### config.mk
export PLATFORM = sky130hd
export DESIGN_NAME = dll_seq
export DESIGN_NICKNAME = d
export VERILOG_FILES = /design/src/inc/dll_seq_pkg.sv /design/src/design/dll_seq.sv
export SDC_FILE = /design/constraint.sdc
export NUM_CORES = 1
export LEC_CHECK = 0
export BUFFER_PORTS_ARGS = -buffer_cell sky130_fd_sc_hd__buf_2
export CAP_MARGIN = 20
export CORE_MARGIN = 2
export CORE_UTILIZATION = 39
export DETAILED_ROUTE_END_ITERATION = 8
export SKIP_CTS_REPAIR_TIMING = 1
export SYNTH_ARGS = -nofsm -noshare
export SYNTH_HDL_FRONTEND = slang
export SYNTH_SLANG_ARGS = --single-unit
### constraint.sdc
create_clock -name clk -period 8.7 [get_ports clk]
set_input_delay 0.435 -clock clk [delete_from_list [all_inputs] [get_ports clk]]
set_output_delay 0.435 -clock clk [all_outputs]
set_load 0.1 [all_outputs]
### src/inc/dll_seq_pkg.sv
// Package with command codes, register map and timing constants for the DLL switch sequencer.
package dll_seq_pkg;
  // Command encodings on {cs_n, ras_n, cas_n, we_n}.
  localparam logic [3:0] CMD_NOP = 4'h7;
  localparam logic [3:0] CMD_DESEL = 4'hf;
  localparam logic [3:0] CMD_MRS = 4'h0;
  localparam logic [3:0] CMD_SRE = 4'h1;
  localparam logic [3:0] CMD_ZQCL = 4'h6;
  // Mode register bank addresses.
  localparam logic [2:0] BA_MR0 = 3'h0;
  localparam logic [2:0] BA_MR1 = 3'h1;
  localparam logic [2:0] BA_MR2 = 3'h2;
  localparam logic [2:0] BA_MR3 = 3'h3;
  localparam int DLL_OFF_BIT = 0;
  localparam int DLL_RST_BIT = 8;
  localparam int ZQ_LONG_BIT = 10;
  // Register word addresses on avs_address (one index per register).
  localparam logic [3:0] REG_CTRL = 4'h0;
  localparam logic [3:0] REG_STATUS = 4'h1;
  localparam logic [3:0] REG_MR0 = 4'h2;
  localparam logic [3:0] REG_MR1 = 4'h3;
  localparam logic [3:0] REG_MR2 = 4'h4;
  localparam logic [3:0] REG_MR3 = 4'h5;
  localparam logic [3:0] REG_T_CKSRE = 4'h6;
  localparam logic [3:0] REG_T_CKSRX = 4'h7;
  localparam logic [3:0] REG_T_XS = 4'h8;
  localparam logic [3:0] REG_T_MRD = 4'h9;
  localparam logic [3:0] REG_T_MOD = 4'ha;
  localparam logic [3:0] REG_T_DLLK = 4'hb;
  localparam logic [3:0] REG_T_ZQOPER = 4'hc;
  localparam logic [3:0] REG_T_FREQ = 4'hd;
  // Control bits.
  localparam int CTRL_START = 0;
  localparam int CTRL_ZQ_EN = 1;
  localparam int CTRL_ODT_EN = 2;
  // Status bits.
  localparam int ST_BUSY = 0;
  localparam int ST_DONE = 1;
  localparam int ST_FREQ_REQ = 2;
  localparam int ST_DLL_LOCKED = 3;
  localparam int CNT_W = 16;
  // Timing defaults in the clock period of the controller.
  localparam int CLK_PERIOD_NS = 50;
  localparam int T_CKSRE_NS = 10;
  localparam int T_CKSRX_NS = 10;
  localparam int T_XS_NS = 170;
  localparam int T_MRD_NCK = 4;
  localparam int T_MOD_NCK = 12;
  localparam int T_DLLK_NCK = 512;
  localparam int T_ZQOPER_NCK = 256;
  // Rounding up a time in ns to whole cycles, never below one.
  function automatic logic [CNT_W-1:0] ns_to_cyc(input int ns);
    int c;
    c = (ns + CLK_PERIOD_NS - 1) / CLK_PERIOD_NS;
    if (c < 1) begin
      c = 1;
    end
    return CNT_W'(c);
  endfunction : ns_to_cyc
  localparam logic [CNT_W-1:0] RST_CKSRE = ns_to_cyc(T_CKSRE_NS);
  localparam logic [CNT_W-1:0] RST_CKSRX = ns_to_cyc(T_CKSRX_NS);
  localparam logic [CNT_W-1:0] RST_XS = ns_to_cyc(T_XS_NS);
  localparam logic [CNT_W-1:0] RST_MRD = CNT_W'(T_MRD_NCK);
  localparam logic [CNT_W-1:0] RST_MOD = CNT_W'(T_MOD_NCK);
  localparam logic [CNT_W-1:0] RST_DLLK = CNT_W'(T_DLLK_NCK);
  localparam logic [CNT_W-1:0] RST_ZQOPER = CNT_W'(T_ZQOPER_NCK);
  localparam logic [CNT_W-1:0] RST_FREQ = 16'h0010;
  typedef enum logic [3:0] {
    S_IDLE = 4'h0,
    S_SRE = 4'h1,
    S_WAIT_CKSRE = 4'h2,
    S_FREQ = 4'h3,
    S_WAIT_CKSRX = 4'h4,
    S_SRX = 4'h5,
    S_WAIT_XS = 4'h6,
    S_MR1_ON = 4'h7,
    S_MR0_RST = 4'h8,
    S_MR_UPD = 4'h9,
    S_WAIT_MOD = 4'ha,
    S_ZQCL = 4'hb,
    S_WAIT_FIN = 4'hc
  } seq_state_t;
endpackage : dll_seq_pkg

### src/design/dll_seq.sv
// Sequencer that moves DDR3L SDRAM from DLL-off to DLL-on with a clock change in self refresh.
`timescale 1ns/1ps
module dll_seq
  import dll_seq_pkg::*;
(
  input wire logic clk,
  input wire logic rst_n,
  input wire logic [3:0] avs_address,
  input wire logic avs_read,
  input wire logic avs_write,
  input wire logic [31:0] avs_writedata,
  output logic [31:0] avs_readdata,
  output logic avs_waitrequest,
  input wire logic freq_ack,
  output logic freq_req,
  output logic cke,
  output logic odt,
  output logic cs_n,
  output logic ras_n,
  output logic cas_n,
  output logic we_n,
  output logic [2:0] ba,
  output logic [15:0] addr
);
  seq_state_t state;
  logic [CNT_W-1:0] cnt;
  logic [CNT_W-1:0] dllk_cnt;
  logic dllk_run;
  logic dll_locked;
  logic done;
  logic zq_en;
  logic odt_en;
  logic [1:0] upd_idx;
  logic [15:0] mr [4];
  logic [CNT_W-1:0] tim [8];
  logic freq_ack_s1;
  logic freq_ack_s2;
  logic acc_pend;
  logic start;

  // Every access answers one cycle after it is raised. Waitrequest idles high so that it can
  // come straight from a flip-flop; it drops for the one cycle in which the access is taken.
  always_ff @(posedge clk) begin
    if (!rst_n) begin
      avs_waitrequest <= 1'b1;
    end else begin
      avs_waitrequest <= !((avs_read || avs_write) && avs_waitrequest);
    end
  end
  assign acc_pend = !avs_waitrequest;

  function automatic logic is_tim(input logic [3:0] a);
    return a >= REG_T_CKSRE && a <= REG_T_FREQ;
  endfunction : is_tim

  always_ff @(posedge clk) begin
    if (!rst_n) begin
      avs_readdata <= 32'h0;
    end else if (avs_read && !acc_pend) begin
      case (avs_address)
        REG_STATUS: avs_readdata <= {28'h0, dll_locked, freq_req, done, state != S_IDLE};
        REG_CTRL: avs_readdata <= {29'h0, odt_en, zq_en, 1'b0};
        REG_MR0, REG_MR1, REG_MR2, REG_MR3: avs_readdata <= {16'h0, mr[avs_address[1:0] - 2'h2]};
        default: avs_readdata <= is_tim(avs_address) ? {16'h0, tim[avs_address[2:0] - 3'h6]}
                                                     : 32'h0;
      endcase
    end
  end

  always_ff @(posedge clk) begin
    if (!rst_n) begin
      zq_en <= 1'b0;
      odt_en <= 1'b0;
      start <= 1'b0;
      mr[0] <= 16'h0;
      mr[1] <= 16'h0;
      mr[2] <= 16'h0;
      mr[3] <= 16'h0;
      tim[0] <= RST_CKSRE;
      tim[1] <= RST_CKSRX;
      tim[2] <= RST_XS;
      tim[3] <= RST_MRD;
      tim[4] <= RST_MOD;
      tim[5] <= RST_DLLK;
      tim[6] <= RST_ZQOPER;
      tim[7] <= RST_FREQ;
    end else begin
      start <= 1'b0;
      if (avs_write && acc_pend) begin
        case (avs_address)
          REG_CTRL: begin
            start <= avs_writedata[CTRL_START];
            zq_en <= avs_writedata[CTRL_ZQ_EN];
            odt_en <= avs_writedata[CTRL_ODT_EN];
          end
          REG_MR0, REG_MR1, REG_MR2, REG_MR3: mr[avs_address[1:0] - 2'h2] <= avs_writedata[15:0];
          default: begin
            if (is_tim(avs_address)) begin
              tim[avs_address[2:0] - 3'h6] <= avs_writedata[CNT_W-1:0];
            end
          end
        endcase
      end
    end
  end

  always_ff @(posedge clk) begin
    if (!rst_n) begin
      freq_ack_s1 <= 1'b0;
      freq_ack_s2 <= 1'b0;
    end else begin
      freq_ack_s1 <= freq_ack;
      freq_ack_s2 <= freq_ack_s1;
    end
  end

  // The lock timer runs from the DLL reset command independently of later waits.
  always_ff @(posedge clk) begin
    if (!rst_n) begin
      dllk_cnt <= '0;
      dllk_run <= 1'b0;
      dll_locked <= 1'b0;
    end else if (state == S_MR0_RST) begin
      dllk_cnt <= tim[5];
      dllk_run <= 1'b1;
      dll_locked <= 1'b0;
    end else if (state == S_SRE) begin
      dll_locked <= 1'b0;
    end else if (dllk_run) begin
      dllk_cnt <= dllk_cnt - CNT_W'(1);
      if (dllk_cnt == CNT_W'(1)) begin
        dllk_run <= 1'b0;
        dll_locked <= 1'b1;
      end
    end
  end

  logic cnt_zero;
  assign cnt_zero = (cnt == '0);

  always_ff @(posedge clk) begin
    if (!rst_n) begin
      state <= S_IDLE;
      cnt <= '0;
      done <= 1'b0;
      upd_idx <= 2'h0;
      freq_req <= 1'b0;
      cke <= 1'b1;
      odt <= 1'b0;
      {cs_n, ras_n, cas_n, we_n} <= CMD_DESEL;
      ba <= 3'h0;
      addr <= 16'h0;
    end else begin
      {cs_n, ras_n, cas_n, we_n} <= CMD_NOP;
      if (!cnt_zero) begin
        cnt <= cnt - CNT_W'(1);
      end
      case (state)
        S_IDLE: begin
          // Software starts only with banks precharged and termination off.
          if (start) begin
            done <= 1'b0;
            odt <= 1'b0;
            state <= S_SRE;
          end
        end
        S_SRE: begin
          {cs_n, ras_n, cas_n, we_n} <= CMD_SRE;
          cke <= 1'b0;
          cnt <= tim[0] - CNT_W'(1);
          state <= S_WAIT_CKSRE;
        end
        S_WAIT_CKSRE: if (cnt_zero) begin
          freq_req <= 1'b1;
          state <= S_FREQ;
        end
        S_FREQ: if (freq_ack_s2) begin
          freq_req <= 1'b0;
          cnt <= tim[1] - CNT_W'(1);
          state <= S_WAIT_CKSRX;
        end
        S_WAIT_CKSRX: if (cnt_zero) begin
          state <= S_SRX;
        end
        S_SRX: begin
          // Exit is a NOP with CKE rising; CKE stays high until the next switch.
          cke <= 1'b1;
          odt <= 1'b0;
          cnt <= tim[2] - CNT_W'(1);
          state <= S_WAIT_XS;
        end
        S_WAIT_XS: if (cnt_zero) begin
          state <= S_MR1_ON;
        end
        S_MR1_ON: begin
          {cs_n, ras_n, cas_n, we_n} <= CMD_MRS;
          ba <= BA_MR1;
          addr <= mr[1] & ~(16'h1 << DLL_OFF_BIT);
          cnt <= tim[3] - CNT_W'(1);
          state <= S_MR0_RST;
        end
        S_MR0_RST: if (cnt_zero) begin
          {cs_n, ras_n, cas_n, we_n} <= CMD_MRS;
          ba <= BA_MR0;
          addr <= mr[0] | (16'h1 << DLL_RST_BIT);
          cnt <= tim[3] - CNT_W'(1);
          upd_idx <= 2'h0;
          state <= S_MR_UPD;
        end
        S_MR_UPD: if (cnt_zero) begin
          {cs_n, ras_n, cas_n, we_n} <= CMD_MRS;
          ba <= {1'b0, upd_idx};
          addr <= (upd_idx == 2'h1) ? (mr[1] & ~(16'h1 << DLL_OFF_BIT)) : mr[upd_idx];
          upd_idx <= upd_idx + 2'h1;
          if (upd_idx == 2'h3) begin
            cnt <= tim[4] - CNT_W'(1);
            state <= S_WAIT_MOD;
          end else begin
            cnt <= tim[3] - CNT_W'(1);
          end
        end
        S_WAIT_MOD: if (cnt_zero) begin
          state <= zq_en ? S_ZQCL : S_WAIT_FIN;
        end
        S_ZQCL: begin
          {cs_n, ras_n, cas_n, we_n} <= CMD_ZQCL;
          addr <= 16'h1 << ZQ_LONG_BIT;
          cnt <= tim[6] - CNT_W'(1);
          state <= S_WAIT_FIN;
        end
        S_WAIT_FIN: if (cnt_zero && dll_locked) begin
          odt <= odt_en;
          done <= 1'b1;
          state <= S_IDLE;
        end
        default: state <= S_IDLE;
      endcase
    end
  end

  sre_to_ckesrx_a: assert property (@(posedge clk) disable iff (!rst_n)
    (state == S_SRE) |=> !cke [*2]) else $error("CKE not low after entry");
  cke_held_a: assert property (@(posedge clk) disable iff (!rst_n)
    (state == S_WAIT_XS || state == S_MR_UPD || state == S_WAIT_MOD) |-> cke)
    else $error("CKE dropped");
  odt_low_a: assert property (@(posedge clk) disable iff (!rst_n)
    (state == S_MR_UPD || state == S_WAIT_XS || state == S_ZQCL) |-> !odt)
    else $error("ODT high during relock");
  mr1_dll_a: assert property (@(posedge clk) disable iff (!rst_n)
    (state == S_MR1_ON) |=> (ba == BA_MR1 && !addr[DLL_OFF_BIT] && !cs_n && !ras_n))
    else $error("MR1 DLL enable wrong");
  mr0_rst_a: assert property (@(posedge clk) disable iff (!rst_n)
    (state == S_MR0_RST && cnt_zero) |=> (ba == BA_MR0 && addr[DLL_RST_BIT] && !we_n))
    else $error("MR0 reset wrong");
  freq_only_sr_a: assert property (@(posedge clk) disable iff (!rst_n)
    freq_req |-> !cke) else $error("Clock change outside self refresh");
  lock_before_done_a: assert property (@(posedge clk) disable iff (!rst_n)
    $rose(done) |-> dll_locked) else $error("Done before DLL lock");
  xs_wait_a: assert property (@(posedge clk) disable iff (!rst_n)
    $rose(state == S_WAIT_XS) |-> (cnt == tim[2] - CNT_W'(1)))
    else $error("tXS count wrong");
  mrd_gap_a: assert property (@(posedge clk) disable iff (!rst_n)
    (state == S_MR1_ON) |=> (state == S_MR0_RST) [*3])
    else $error("tMRD gap short");
  zq_after_mod_a: assert property (@(posedge clk) disable iff (!rst_n)
    (state == S_ZQCL) |-> $past(state) == S_WAIT_MOD) else $error("ZQCL too early");
  srx_cke_a: assert property (@(posedge clk) disable iff (!rst_n)
    (state == S_SRX) |=> (cke && {cs_n, ras_n, cas_n, we_n} == CMD_NOP))
    else $error("Self refresh exit wrong");
  wait_nop_a: assert property (@(posedge clk) disable iff (!rst_n)
    (state inside {S_WAIT_CKSRE, S_WAIT_CKSRX, S_WAIT_XS, S_WAIT_MOD, S_WAIT_FIN})
    |=> ({cs_n, ras_n, cas_n, we_n} == CMD_NOP)) else $error("Command during wait");
  zq_cmd_a: assert property (@(posedge clk) disable iff (!rst_n)
    (state == S_ZQCL) |=> ({cs_n, ras_n, cas_n, we_n} == CMD_ZQCL && addr[ZQ_LONG_BIT]))
    else $error("Long calibration wrong");

  start_c: cover property (@(posedge clk) disable iff (!rst_n) start && state == S_IDLE);
  freq_c: cover property (@(posedge clk) disable iff (!rst_n) $fell(freq_req));
  zq_c: cover property (@(posedge clk) disable iff (!rst_n) state == S_ZQCL);
  done_c: cover property (@(posedge clk) disable iff (!rst_n) $rose(done));
endmodule : dll_seq

# Yosys cells after proc, flatten, opt, wreduce, memory -nomap -nowiden
# Memory sizes are Yosys's and may differ from the RTL's. A register that Yosys moved wholly into a read port is not among the register bits.
# Cells that the tools add are included.
# W data, S select, Z words.
# totals
ramBits,192
memories,2
word_cells,175
regBits,104
in_bits,41
# classes
muxes,67
eq_ne,31
bitwise_logic,1
add_sub_neg,11
magnitude_cmp,2
n_reduce_logical,39
# mem_list
name,depth,word_bits,rd,rd_ports_with_merged_regs,wr,line,source
tim,8,16,8,0,8,dll_seq.sv:35,logic [CNT_W-1:0] tim [8];
mr,4,16,4,1,4,dll_seq.sv:34,logic [15:0] mr [4];
# op_table
cell,count
$mux W16,14
$sub A16 B1 Y16 const B,8
$pmux W16 S7,1
$pmux W16 S4,1
$pmux W4 S13,1
$pmux W16 S3,1
$mux W4,10
$reduce_or A16 Y1,2
$eq A4 B3 Y1 const B,6
$mux W1,22
$ne A2 B2 Y1 const B,11
$reduce_and A3 Y1,7
$eq A4 B4 Y1 const B,5
$eq A16 B1 Y1 const B,1
$eq A4 B2 Y1 const B,4
$logic_not A16 Y1,1
$mux W3,4
$mux W2,5
$pmux W1 S2,5
$reduce_and A10 Y1,1
$reduce_bool A2 Y1,5
$pmux W3 S3,1
$eq A4 B1 Y1 const B,2
$logic_not A4 Y1,2
other kinds (20),31

# Longest topological paths before layout
# Gate-level depths: netlist (run 1).
# depth
word_depth,9
mapped_depth,13

# Worst setup path after synthesis (run 1)
# OpenSTA, ideal clock, no wires.
# synth_path
kind,reg2reg
startpoint,register avs_waitrequest
endpoint,"memory mr[0][0], enable pin"
arrival_ns,2.929
setup_slack_ns,5.359
stages_incl_launch_ff,6
period_less_slack_ns,3.341
required_ns,8.289
setup_ns,0.411
path_cell_list,dfxtp_1 nor2b_1 nand2_1 nor3_1 nand2_1 o21ai_0
# synth_lines
element,line,source
from (decl),dll_seq.sv:13,"output logic avs_waitrequest,"
from (signal assigned),dll_seq.sv:47,avs_waitrequest <= !((avs_read || avs_write) && avs_waitrequest);
to (decl),dll_seq.sv:34,

# Worst setup path after layout (run 1)
# layout_path
startpoint,register state[0]
endpoint,register cnt[10]
# layout_between
elab_chain_len,2
word_cells_on_any_way,8
# layout_lines
element,line,source
from (decl),dll_seq.sv:25,seq_state_t state;
from (signal assigned),dll_seq.sv:223,state <= zq_en ? S_ZQCL : S_WAIT_FIN;
$eq A4 B4 Y1 (tied with other cells),dll_seq.sv:158,case (state)
$pmux W16 S7 *,dll_seq.sv:158,
to (signal assigned),dll_seq.sv:156,cnt <= cnt - CNT_W'(1);
to (signal assigned),dll_seq.sv:170,cnt <= tim[0] - CNT_W'(1);
to (signal assigned),dll_seq.sv:179,cnt <= tim[1] - CNT_W'(1);
to (decl),dll_seq.sv:26,logic [CNT_W-1:0] cnt;
# Mark *: on every way between the ends. The rest lies on a longest branch, timed or not.
# A chain may end at the register's enable or synchronous reset.

==> metrics.md, run 1 <==
| Metric | Value |
|---|---|
| # setup viols final | 0 |
| Period utilisation layout | 0.423 |
| Synth warn | 0 |
| Vias per cell | 6.09 |
| Post-synth EDFFs | 192 |
| Worst-path fanout max | 38 |
| Fraction of layout cells with a size suffix above 1 | 0.153 |
| Simple-gate share of the synthesized area | 0.214 |
| Initial Util | 0.396 |
| Sw Ratio | 0.310 |
| Max Cap Viol | 0 |
| DRT antenna net count | 0 |
| Worst setup SP type | flop |
| R2R setup slack | 5020 ps |
| CP Class | reg2reg |
| Post-synth top area cell | edfxtp_1 |
| Die ar. | 42000 µm² |
| Synth Area in Compound Gates | 0.124 |
| Clock Power Share | 0.358 |
| Top-area cell type share of the netlist area | 0.366 |
| CP arrival | 4140 ps |
| First DRT Iteration DRCs | 1297 |
| Seq pwr share | 0.438 |
| Multi-input gate area | 7600 µm² |
| Peak VDD IR | 164 µV |
| Via count | 12500 |
| Clk_lat worst skew | 580 ps |
| Placed inst area | 16500 µm² |
| Post-route minimum period | 3680 ps |
| I/O pin total | 100 |
| Final Util | 0.438 |
| Adder-Cell Fraction of Synth Area | 0.0111 |
| Area grow syn2layout | 10.6% |
| Largest family of logic cells by synthesized area | simple AND/OR/NAND/NOR gates |
| CTS max path bufs | 3 |
| Worst-case clock skew | 12.4 ps |
| Slew @ Worst Pin | 1020 ps |
| Sequential share of the synthesized area | 0.479 |
| Global-route wire length before repair | 76.0 mm |
| Power Density | 206 nW/µm² |
| Final hold vios | 0 |
| Total power draw | 3.59 mW |
| Initial antenna violation count | 1 |
| Core Region | 39800 µm² |
| Flops & latches, synth | 281 |
| Crit-path cells | buf_4 -> nor4bb_1 -> nor2_1 -> buf_4 -> a22o_1 -> inv_1 -> ha_1 -> inv_1 -> a221o_1 -> nor4_4 -> and3_1 -> nor3_1 -> o41a_1 |
| Drt pass-1 iters | 5 |
| Fill count | 3810 |
| Non-filler cells, final | 2060 |
| Synth unique cells | 83 |
| Clk sink count | 281 |
| Gr ovfl total | 0 |
| Async S/R FF share, synth | 0 |
| Relative slew slack | 0.323 |
| Switching power | 1.11 mW |
| Largest stage delay on the critical path | 550 ps |
| Drt total wl | 51.4 mm |
| Seq. cell area | 7550 µm² |
| Slew Viols, Final | 0 |
| Vias in the first global route | 12000 |
| Ant. Diodes | 0 |
| WL/cell | 25.0 µm |
| LEAKAGE | 6.72 nW |
| Ys flop type | edfxtp_1 |
| Port-buffer cells | 66 |
| WP data required | 9160 ps |
| Std cell rows | 73 |
| Mapped Cells | 1503 |
| Nets | 1566 |
| Clk slew on worst S/H paths | 60 ps |
| Post-synthesis mux area share | 0.0921 |
| Post-route design area | 17400 µm² |
| HPWL Detailed | 35.7 mm |
| Status | completed |
| Dpl cells | 2004 |
| Drt drc | 0 |
| Hold Crit Class | in2reg |
| All-layer global routing usage | 0.241 |
| Ranking of synthesized cells by area | edfxtp_1, dfxtp_1, mux4_2 |
| Unrepaired setup endpoints after global routing | false |
| Post-synthesis xor/xnor area fraction | 0.0361 |
| Die width | 205 µm |
| Synthesized cell area | 15800 µm² |
| Pint | 2.48 mW |
| Crit-path slowest cell | dfxtp_2 |
| Die height | 205 µm |
| Max Clock Freq | 272 MHz |
| Combinational share of power | 0.203 |
| H-tree depth reported by CTS | 1 |
| TritonCTS clock tree | built |
| Sum Neg Setup Slack | 0 ps |
| CP Capture Type | flop |
| Number of clock buffers inserted by TritonCTS | 30 |
| Syn Area/Cell | 10.5 µm² |
| Clock Tree Root | clkbuf_16 |
| RePlAce Congestion | 0.928 |
| Largest net degree at the start of global routing | 65 |
through the flow:
step	hold slack [ps]	setup WS, ps
3_3_place_gp	429	4980
2_1_floorplan	412	5360
4_1_cts	63.0	5100
3_5_place_dp	434	4910
6_report	73.5	5020
5_1_grt	84.3	4880
synthesized netlist by cell type (7+ instances only):
cell      count
nand3_1      27
or4_1         7
ha_1         14
mux2i_1      19
o21ai_0      68
nor3b_1       8
inv_1        21
a31oi_1       9
a22oi_1       8
a22o_1       11
and2_1       82
o31ai_1       8
nor3_1       40
xnor2_1      38
mux2_2       14
o22ai_1      14
mux4_2       49
a211oi_1     30
nand2b_1     32
buf_1         9
clkbuf_1    101
nor4_1       19
a21oi_1      72
nand2_1      88
buf_4        18
dfxtp_1      89
or3_1        10
buf_2         9
xor2_1       25
nor2_1      106
and3_1      126
o22a_1        8
a21o_1        7
nor2b_1       9
edfxtp_1    192
kinds of logic after synthesis:
family                     Yosys count
muxes                               82
buffers and inverters              161
AOI/OAI and AO/OA                  295
other                                1
and+or+nand+nor                    605
adders and majority gates           14
xor gates and xnor gates            64
DFF                                281
power groups by stage:
| stage | clock network, mW | registers [mW] | logic (mW) |
|---|---|---|---|
| 6_report | 1.29 | 1.57 | 0.730 |
| 2_1_floorplan | 0 | 1.63 | 0.490 |
| 4_1_cts | 1.29 | 1.57 | 0.721 |
| 5_1_grt | 1.35 | 1.58 | 0.779 |
| 3_3_place_gp | 0 | 1.60 | 0.712 |
| 3_5_place_dp | 0 | 1.60 | 0.717 |
cell type report:
| type | count | area share |
|---|---|---|
| timing repair buffer | 99 | 0.0332 |
| inverter | 22 | 0.00474 |
| clock inverter | 14 | 0.00761 |
| multi-input combinational | 1077 | 0.436 |
| sequential | 281 | 0.433 |
| tap | 525 | 0.0377 |
| clock buffer | 42 | 0.0480 |
registers in the layout (all words and copies together), names as in the netlist, 2 cells and up, named ones only:
register	count
upd_idx	2
dllk_cnt	16
ba	2
cnt	16
mr	64
avs_readdata	16
addr	16
state	4
tim	128
worst max-delay path: cells and delay by family (launching register included):
kind                     cells  cell delay (ps)
flip-flops                   1              550
buffers and inverters        4              770
AO/OA/AOI/OAI                3              960
AND/OR/NAND/NOR              5             1120
adder cells (fa/ha/maj)      1              130
routing by layer:
metal	vias up	wire, µm	GRT usage
met2	544	23800	0.389
met3	109	3920	0.0320
met5	-	0	0
met1	6286	21900	0.331
met4	0	1900	0.0933
li1	5600	-	-
final timing paths:
kind | start | endpoint | depth (start not counted)
setup / recovery | state[0]$_SDFFE_PN0P_ | cnt[10]$_SDFF_PN0_ | 13
hold / removal | freq_ack | freq_ack_s1$_SDFF_PN0_ | 2
setup reg to reg | state[0]$_SDFFE_PN0P_ | cnt[10]$_SDFF_PN0_ | 13
hold reg to reg | freq_ack_s1$_SDFF_PN0_ | freq_ack_s2$_SDFF_PN0_ | 1
placed cells by master (no fill, tap or decap), drive strengths merged, types with 32 or more instances in the layout:
cell type,count
edfxtp,192
and3,126
nor2,106
buf,99
dfxtp,89
nand2,88
and2,83
a21oi,72
o21ai,72
mux4,49
clkbuf,42
nor3,41
xnor2,39
nand2b,32
No activity file was read; power rests on OpenSTA's default activity.
==> inputs of run 2 (changes only) <==
- clock period: 8.7 -> 3 ns (I/O delays scaled with it)
==> run 2 against run 1 <==
Net effect: first-iteration DRC count is 8.6% lower; largest power group unchanged; largest cell class unchanged; setup slack worse by 4800 ps; clock power grew to 2.9 times the previous value.
==> metrics.md, run 2 (same netlist as run 1, synthesis figures left out) <==
| Metric | Value |
|---|---|
| Port-buffer cells | 66 (unchanged) |
| Die height | 205 µm (unchanged) |
| Max FFs per register | 128 (unchanged) |
| Initial antenna violation count | 0 (-1) |
| Vias per cell | 5.91 (-3.0%) |
| Power Density | 584 nW/µm² (+180%) |
| Clk_lat worst skew | 590 ps (about the same) |
| Area grow syn2layout | 14.8% |
| Drt drc | 0 (unchanged) |
| Core Region | 39800 µm² (unchanged) |
| Slew @ Worst Pin | 905 ps (-111 ps) |
| Clk slew on worst S/H paths | 60 ps (about the same) |
| Gr ovfl total | 0 (unchanged) |
| Clock Tree Root | clkbuf_16 |
| Period utilisation layout | 0.930 (+0.507) |
| Die width | 205 µm (unchanged) |
| All-layer global routing usage | 0.251 (+0.00914) |
| WL/cell | 24.7 µm (-1.1%) |
| Max Cap Viol | 0 (unchanged) |
| LEAKAGE | 7.11 nW (+5.8%) |
| CTS max path bufs | 3 (unchanged) |
| Max Clock Freq | 359 MHz (+32%) |
| Hold path startpoint | avs_writedata[1] |
| Fraction of layout cells with a size suffix above 1 | 0.195 (+0.0416) |
| Final hold vios | 0 (unchanged) |
| CP Class | reg2reg |
| CP Capture Type | flop |
| Ant. Diodes | 0 (unchanged) |
| Via count | 12600 (+0.69%) |
| Number of clock buffers inserted by TritonCTS | 31 (+3.3%) |
| Unrepaired setup endpoints after global routing | false |
| Seq. cell area | 7550 µm² (unchanged) |
| CP arrival | 3240 ps (-900 ps) |
| Total power draw | 10.6 mW (+190%) |
| Drt total wl | 52.8 mm (+2.7%) |
| Status | completed |
| Global-route wire length before repair | 78.4 mm (+3.2%) |
| # setup viols final | 0 (unchanged) |
| Largest regs | tim: 128 flops, mr: 64 flops |
| Sum Neg Setup Slack | 0 ps (unchanged) |
| Non-filler cells, final | 2138 (+3.8%) |
| Nets | 1643 (+4.9%) |
| Initial Util | 0.396 (unchanged) |
| First DRT Iteration DRCs | 1186 (-8.6%) |
| Largest net degree at the start of global routing | 51 (-22%) |
| Commonest non-fill, non-tap cell in the layout | edfxtp_1 |
| WL met2 | 24.4 mm (+2.6%) |
| Top reg by flops | tim |
| I/O pin total | 100 (unchanged) |
| Post-route minimum period | 2790 ps (-893 ps) |
| Relative slew slack | 0.391 (+0.0686) |
| M1 WL | 23.0 mm (+5.3%) |
| Setup ws final | 211 ps (-4810 ps) |
| Vias in the first global route | 12200 (+1.4%) |
| Clk sink count | 281 (unchanged) |
| TritonCTS clock tree | built |
| Slew Viols, Final | 0 (unchanged) |
| Worst-path fanout max | 5 (-87%) |
| Dpl cells | 2077 (+3.6%) |
| Drt pass-1 iters | 6 (+1) |
| Setup slack at placement | 127 ps (-4790 ps) |
| Worst setup SP type | flop |
| Met3 wire length | 4.28 mm (+9.3%) |
| Peak VDD IR | 439 µV (+170%) |
| H-tree depth reported by CTS | 1 (unchanged) |
| Std cell rows | 73 (unchanged) |
| Highest routed layer | met4 |
| CP startpoint | tim[4][8]$_SDFFCE_PN0P_ |
| Hold Crit Class | in2reg |
| DRT antenna net count | 0 (unchanged) |
| Multi-input gate area | 7610 µm² (+0.13%) |
| Fill count | 3744 (-1.7%) |
| WP data required | 3450 ps (-5710 ps) |
| Die ar. | 42000 µm² (unchanged) |
| RR Startpoint | tim[4][8]$_SDFFCE_PN0P_ |
| Most frequent cells in the layout | edfxtp_1, and3_1, nor2_1 |
| Worst-case clock skew | 16.4 ps (+4.02 ps) |
| HPWL Detailed | 38.1 mm (+6.8%) |
| RePlAce Congestion | 0.874 (-5.8%) |
-- run 2: cell type report --
type / count / share of cell area
clock inverter: 18 / 0.00920
tap: 525 / 0.0363
clock buffer: 40 / 0.0464
timing repair buffer: 175 / 0.0660
sequential: 281 / 0.417
inverter: 22 / 0.00456
multi-input combinational: 1077 / 0.420
-- run 2: report_power, final --
group          switching, mW  internal (mW)  total, mW
clock network           1.63           2.16       3.78
registers              0.191           4.35       4.54
logic                   1.44          0.811       2.25
total                   3.25           7.32       10.6
-- run 2: path summary, 6_finish.rpt --
| check | to | slack, ps | depth (start not counted) |
|---|---|---|---|
| worst max-delay path | cnt[15]$_SDFF_PN0_ | 210 | 7 |
| worst min-delay path | zq_en$_SDFFE_PN0P_ | 20 | 3 |
| worst max register to register | cnt[15]$_SDFF_PN0_ | 210 | 7 |
| worst min register to register | freq_ack_s2$_SDFF_PN0_ | 470 | 1 |
-- run 2: per-stage QoR --
step	utilization	cell area (µm²)	hold slack (ps)
floorplan	-	15800	266
global placement	0.428	17000	372
detailed placement	0.428	17000	373
CTS	0.453	18100	-223
global route	0.454	18100	26.2
finish	0.454	18100	20.7
-- run 2: per-layer routing --
| layer | GRT usage | up-vias |
|---|---|---|
| met1 | 0.357 | 6245 |
| met2 | 0.404 | 554 |
| met4 | 0.0665 | 0 |
| met5 | 0 | - |
| met3 | 0.0302 | 75 |
| li1 | - | 5751 |
-- run 2: critical path: stages, from the launching register on --
cell and delay, ps:
edfxtp_1 430, or4_1 620, or4_1 490, or3_1 330, nor3_1 200, xor2_1 160
a211oi_1 310, o22ai_1 130
==> inputs of run 3 (changes only) <==
- SETUP_SLACK_MARGIN: unset -> 0.4
==> run 3 against run 2 <==
Net effect: die area is the same; maximum frequency is 3.7% higher; non-clock buffer count is 5 higher; cell count rose by 0.19%; design area grew 1.7%; wire length grew 0.90%; combinational power increased by 5%; highest routed layer unchanged; utilization rose by 0.76 points.
==> metrics.md, run 3 (same netlist as run 1, synthesis figures left out) <==
| Metric | Value |
|---|---|
| Status | completed |
| Number of clock buffers inserted by TritonCTS | 31 (unchanged) |
| CP Class | reg2reg |
| Non-filler cells, final | 2142 (+0.19%) |
| LEAKAGE | 7.24 nW (+1.8%) |
| Top reg by flops | tim |
| Core Region | 39800 µm² (unchanged) |
| Setup ws final | 309 ps (+98.5 ps) |
| Max FFs per register | 128 (unchanged) |
| Relative slew slack | 0.395 (+0.00350) |
| WP data required | 3480 ps (+30 ps) |
| Seq. cell area | 7550 µm² (about the same) |
| Clk_lat worst skew | 600 ps (about the same) |
| Final hold vios | 0 (unchanged) |
| Drt pass-1 iters | 5 (-1) |
| DRT antenna net count | 0 (unchanged) |
| Most frequent cells in the layout | edfxtp_1, and3_1, buf_4 |
| Post-route minimum period | 2690 ps (-98.5 ps) |
| Slew @ Worst Pin | 908 ps (+3.09 ps) |
| Clk sink count | 281 (unchanged) |
| Vias per cell | 5.95 (+0.75%) |
| CTS max path bufs | 3 (unchanged) |
| CP Capture Type | flop |
| First DRT Iteration DRCs | 1373 (+16%) |
| Via count | 12700 (+0.94%) |
| Clock Tree Root | clkbuf_16 |
| Die width | 205 µm (unchanged) |
| CP arrival | 3170 ps (-70 ps) |
| Nets | 1648 (+0.30%) |
| Sum Neg Setup Slack | 0 ps (unchanged) |
| WL/cell | 24.9 µm (+0.71%) |
| Multi-input gate area | 7790 µm² (+2.5%) |
| Ant. Diodes | 0 (unchanged) |
| Power Density | 589 nW/µm² (+0.86%) |
| Period utilisation layout | 0.897 (-0.0328) |
| Clk slew on worst S/H paths | 60 ps (about the same) |
| Worst-case clock skew | 30.6 ps (+14.3 ps) |
| Largest net degree at the start of global routing | 65 (+27%) |
| Vias in the first global route | 12100 (-0.85%) |
| Drt drc | 0 (unchanged) |
| Port-buffer cells | 66 (unchanged) |
| Slew Viols, Final | 0 (unchanged) |
| I/O pin total | 100 (unchanged) |
| Die height | 205 µm (unchanged) |
| TritonCTS clock tree | built |
| Fraction of layout cells with a size suffix above 1 | 0.220 (+0.0255) |
| Unrepaired setup endpoints after global routing | true |
| Dpl cells | 2068 (-0.43%) |
| RePlAce Congestion | 0.917 (+4.9%) |
| Area grow syn2layout | 16.7% |
| # setup viols final | 0 (unchanged) |
| Global-route wire length before repair | 78.5 mm (about the same) |
| Drt total wl | 53.3 mm (+0.90%) |
| Peak VDD IR | 575 µV (+31%) |
| Initial Util | 0.396 (unchanged) |
| Worst-path fanout max | 5 (unchanged) |
| Fill count | 3721 (-0.61%) |
| Setup slack at placement | 154 ps (+27.1 ps) |
| Largest regs | tim: 128 flops, mr: 64 flops |
| All-layer global routing usage | 0.253 (+0.00227) |
| Commonest non-fill, non-tap cell in the layout | edfxtp_1 |
| Max Cap Viol | 0 (unchanged) |
| Std cell rows | 73 (unchanged) |
| Die ar. | 42000 µm² (unchanged) |
| Hold Crit Class | in2reg |
| Gr ovfl total | 0 (unchanged) |
| H-tree depth reported by CTS | 1 (unchanged) |
| Final Util | 0.462 (+0.00757) |
| Max Clock Freq | 372 MHz (+3.7%) |
| Initial antenna violation count | 0 (unchanged) |
| HPWL Detailed | 38.4 mm (+0.78%) |
| Worst setup SP type | flop |
==> run 3: final cells by class <==
type	count	share of cell area
Inverter	22	0.00449
Sequential cell	281	0.411
Clock buffer	39	0.0460
Clock inverter	18	0.0103
Tap cell	525	0.0357
Multi-Input combinational cell	1077	0.424
Timing Repair Buffer	180	0.0692
==> run 3: final timing paths <==
path / startpoint / endpoint / slack [ps] / depth (start not counted)
hold / removal: avs_writedata[2] / odt_en$_SDFFE_PN0P_ / 20 / 3
hold reg to reg: freq_ack_s1$_SDFF_PN0_ / freq_ack_s2$_SDFF_PN0_ / 460 / 1
setup reg to reg: tim[4][8]$_SDFFCE_PN0P_ / cnt[13]$_SDFF_PN0_ / 310 / 7
setup / recovery: tim[4][8]$_SDFFCE_PN0P_ / cnt[13]$_SDFF_PN0_ / 310 / 7
==> run 3: layer usage <==
layer	vias to the layer above	global-route usage	wire, µm
li1	5776	-	-
met1	6317	0.360	23200
met2	562	0.385	23400
met3	89	0.0404	4530
met4	0	0.101	2140
met5	-	0	0
==> run 3: worst max-delay path: stages, from the launching register on <==
cell      delay, ps
edfxtp_1        430
or4_4           570
or4_4           460
nor3_1          220
xor2_1          140
a211o_1         330
a31o_2          230
a32o_1          210
==> run 3: where the power goes <==
group	switching, mW	internal, mW
logic	1.49	0.878
clock network	1.60	2.32
registers	0.198	4.35
==> run 3: metrics by stage <==
stage	area, µm²	hold slack, ps	total power [mW]
finish	18400	19.6	10.8
global route	18400	25.2	11.2
CTS	18000	-242	10.7
detailed placement	17000	373	6.84
global placement	17000	368	6.82
floorplan	15900	258	6.16
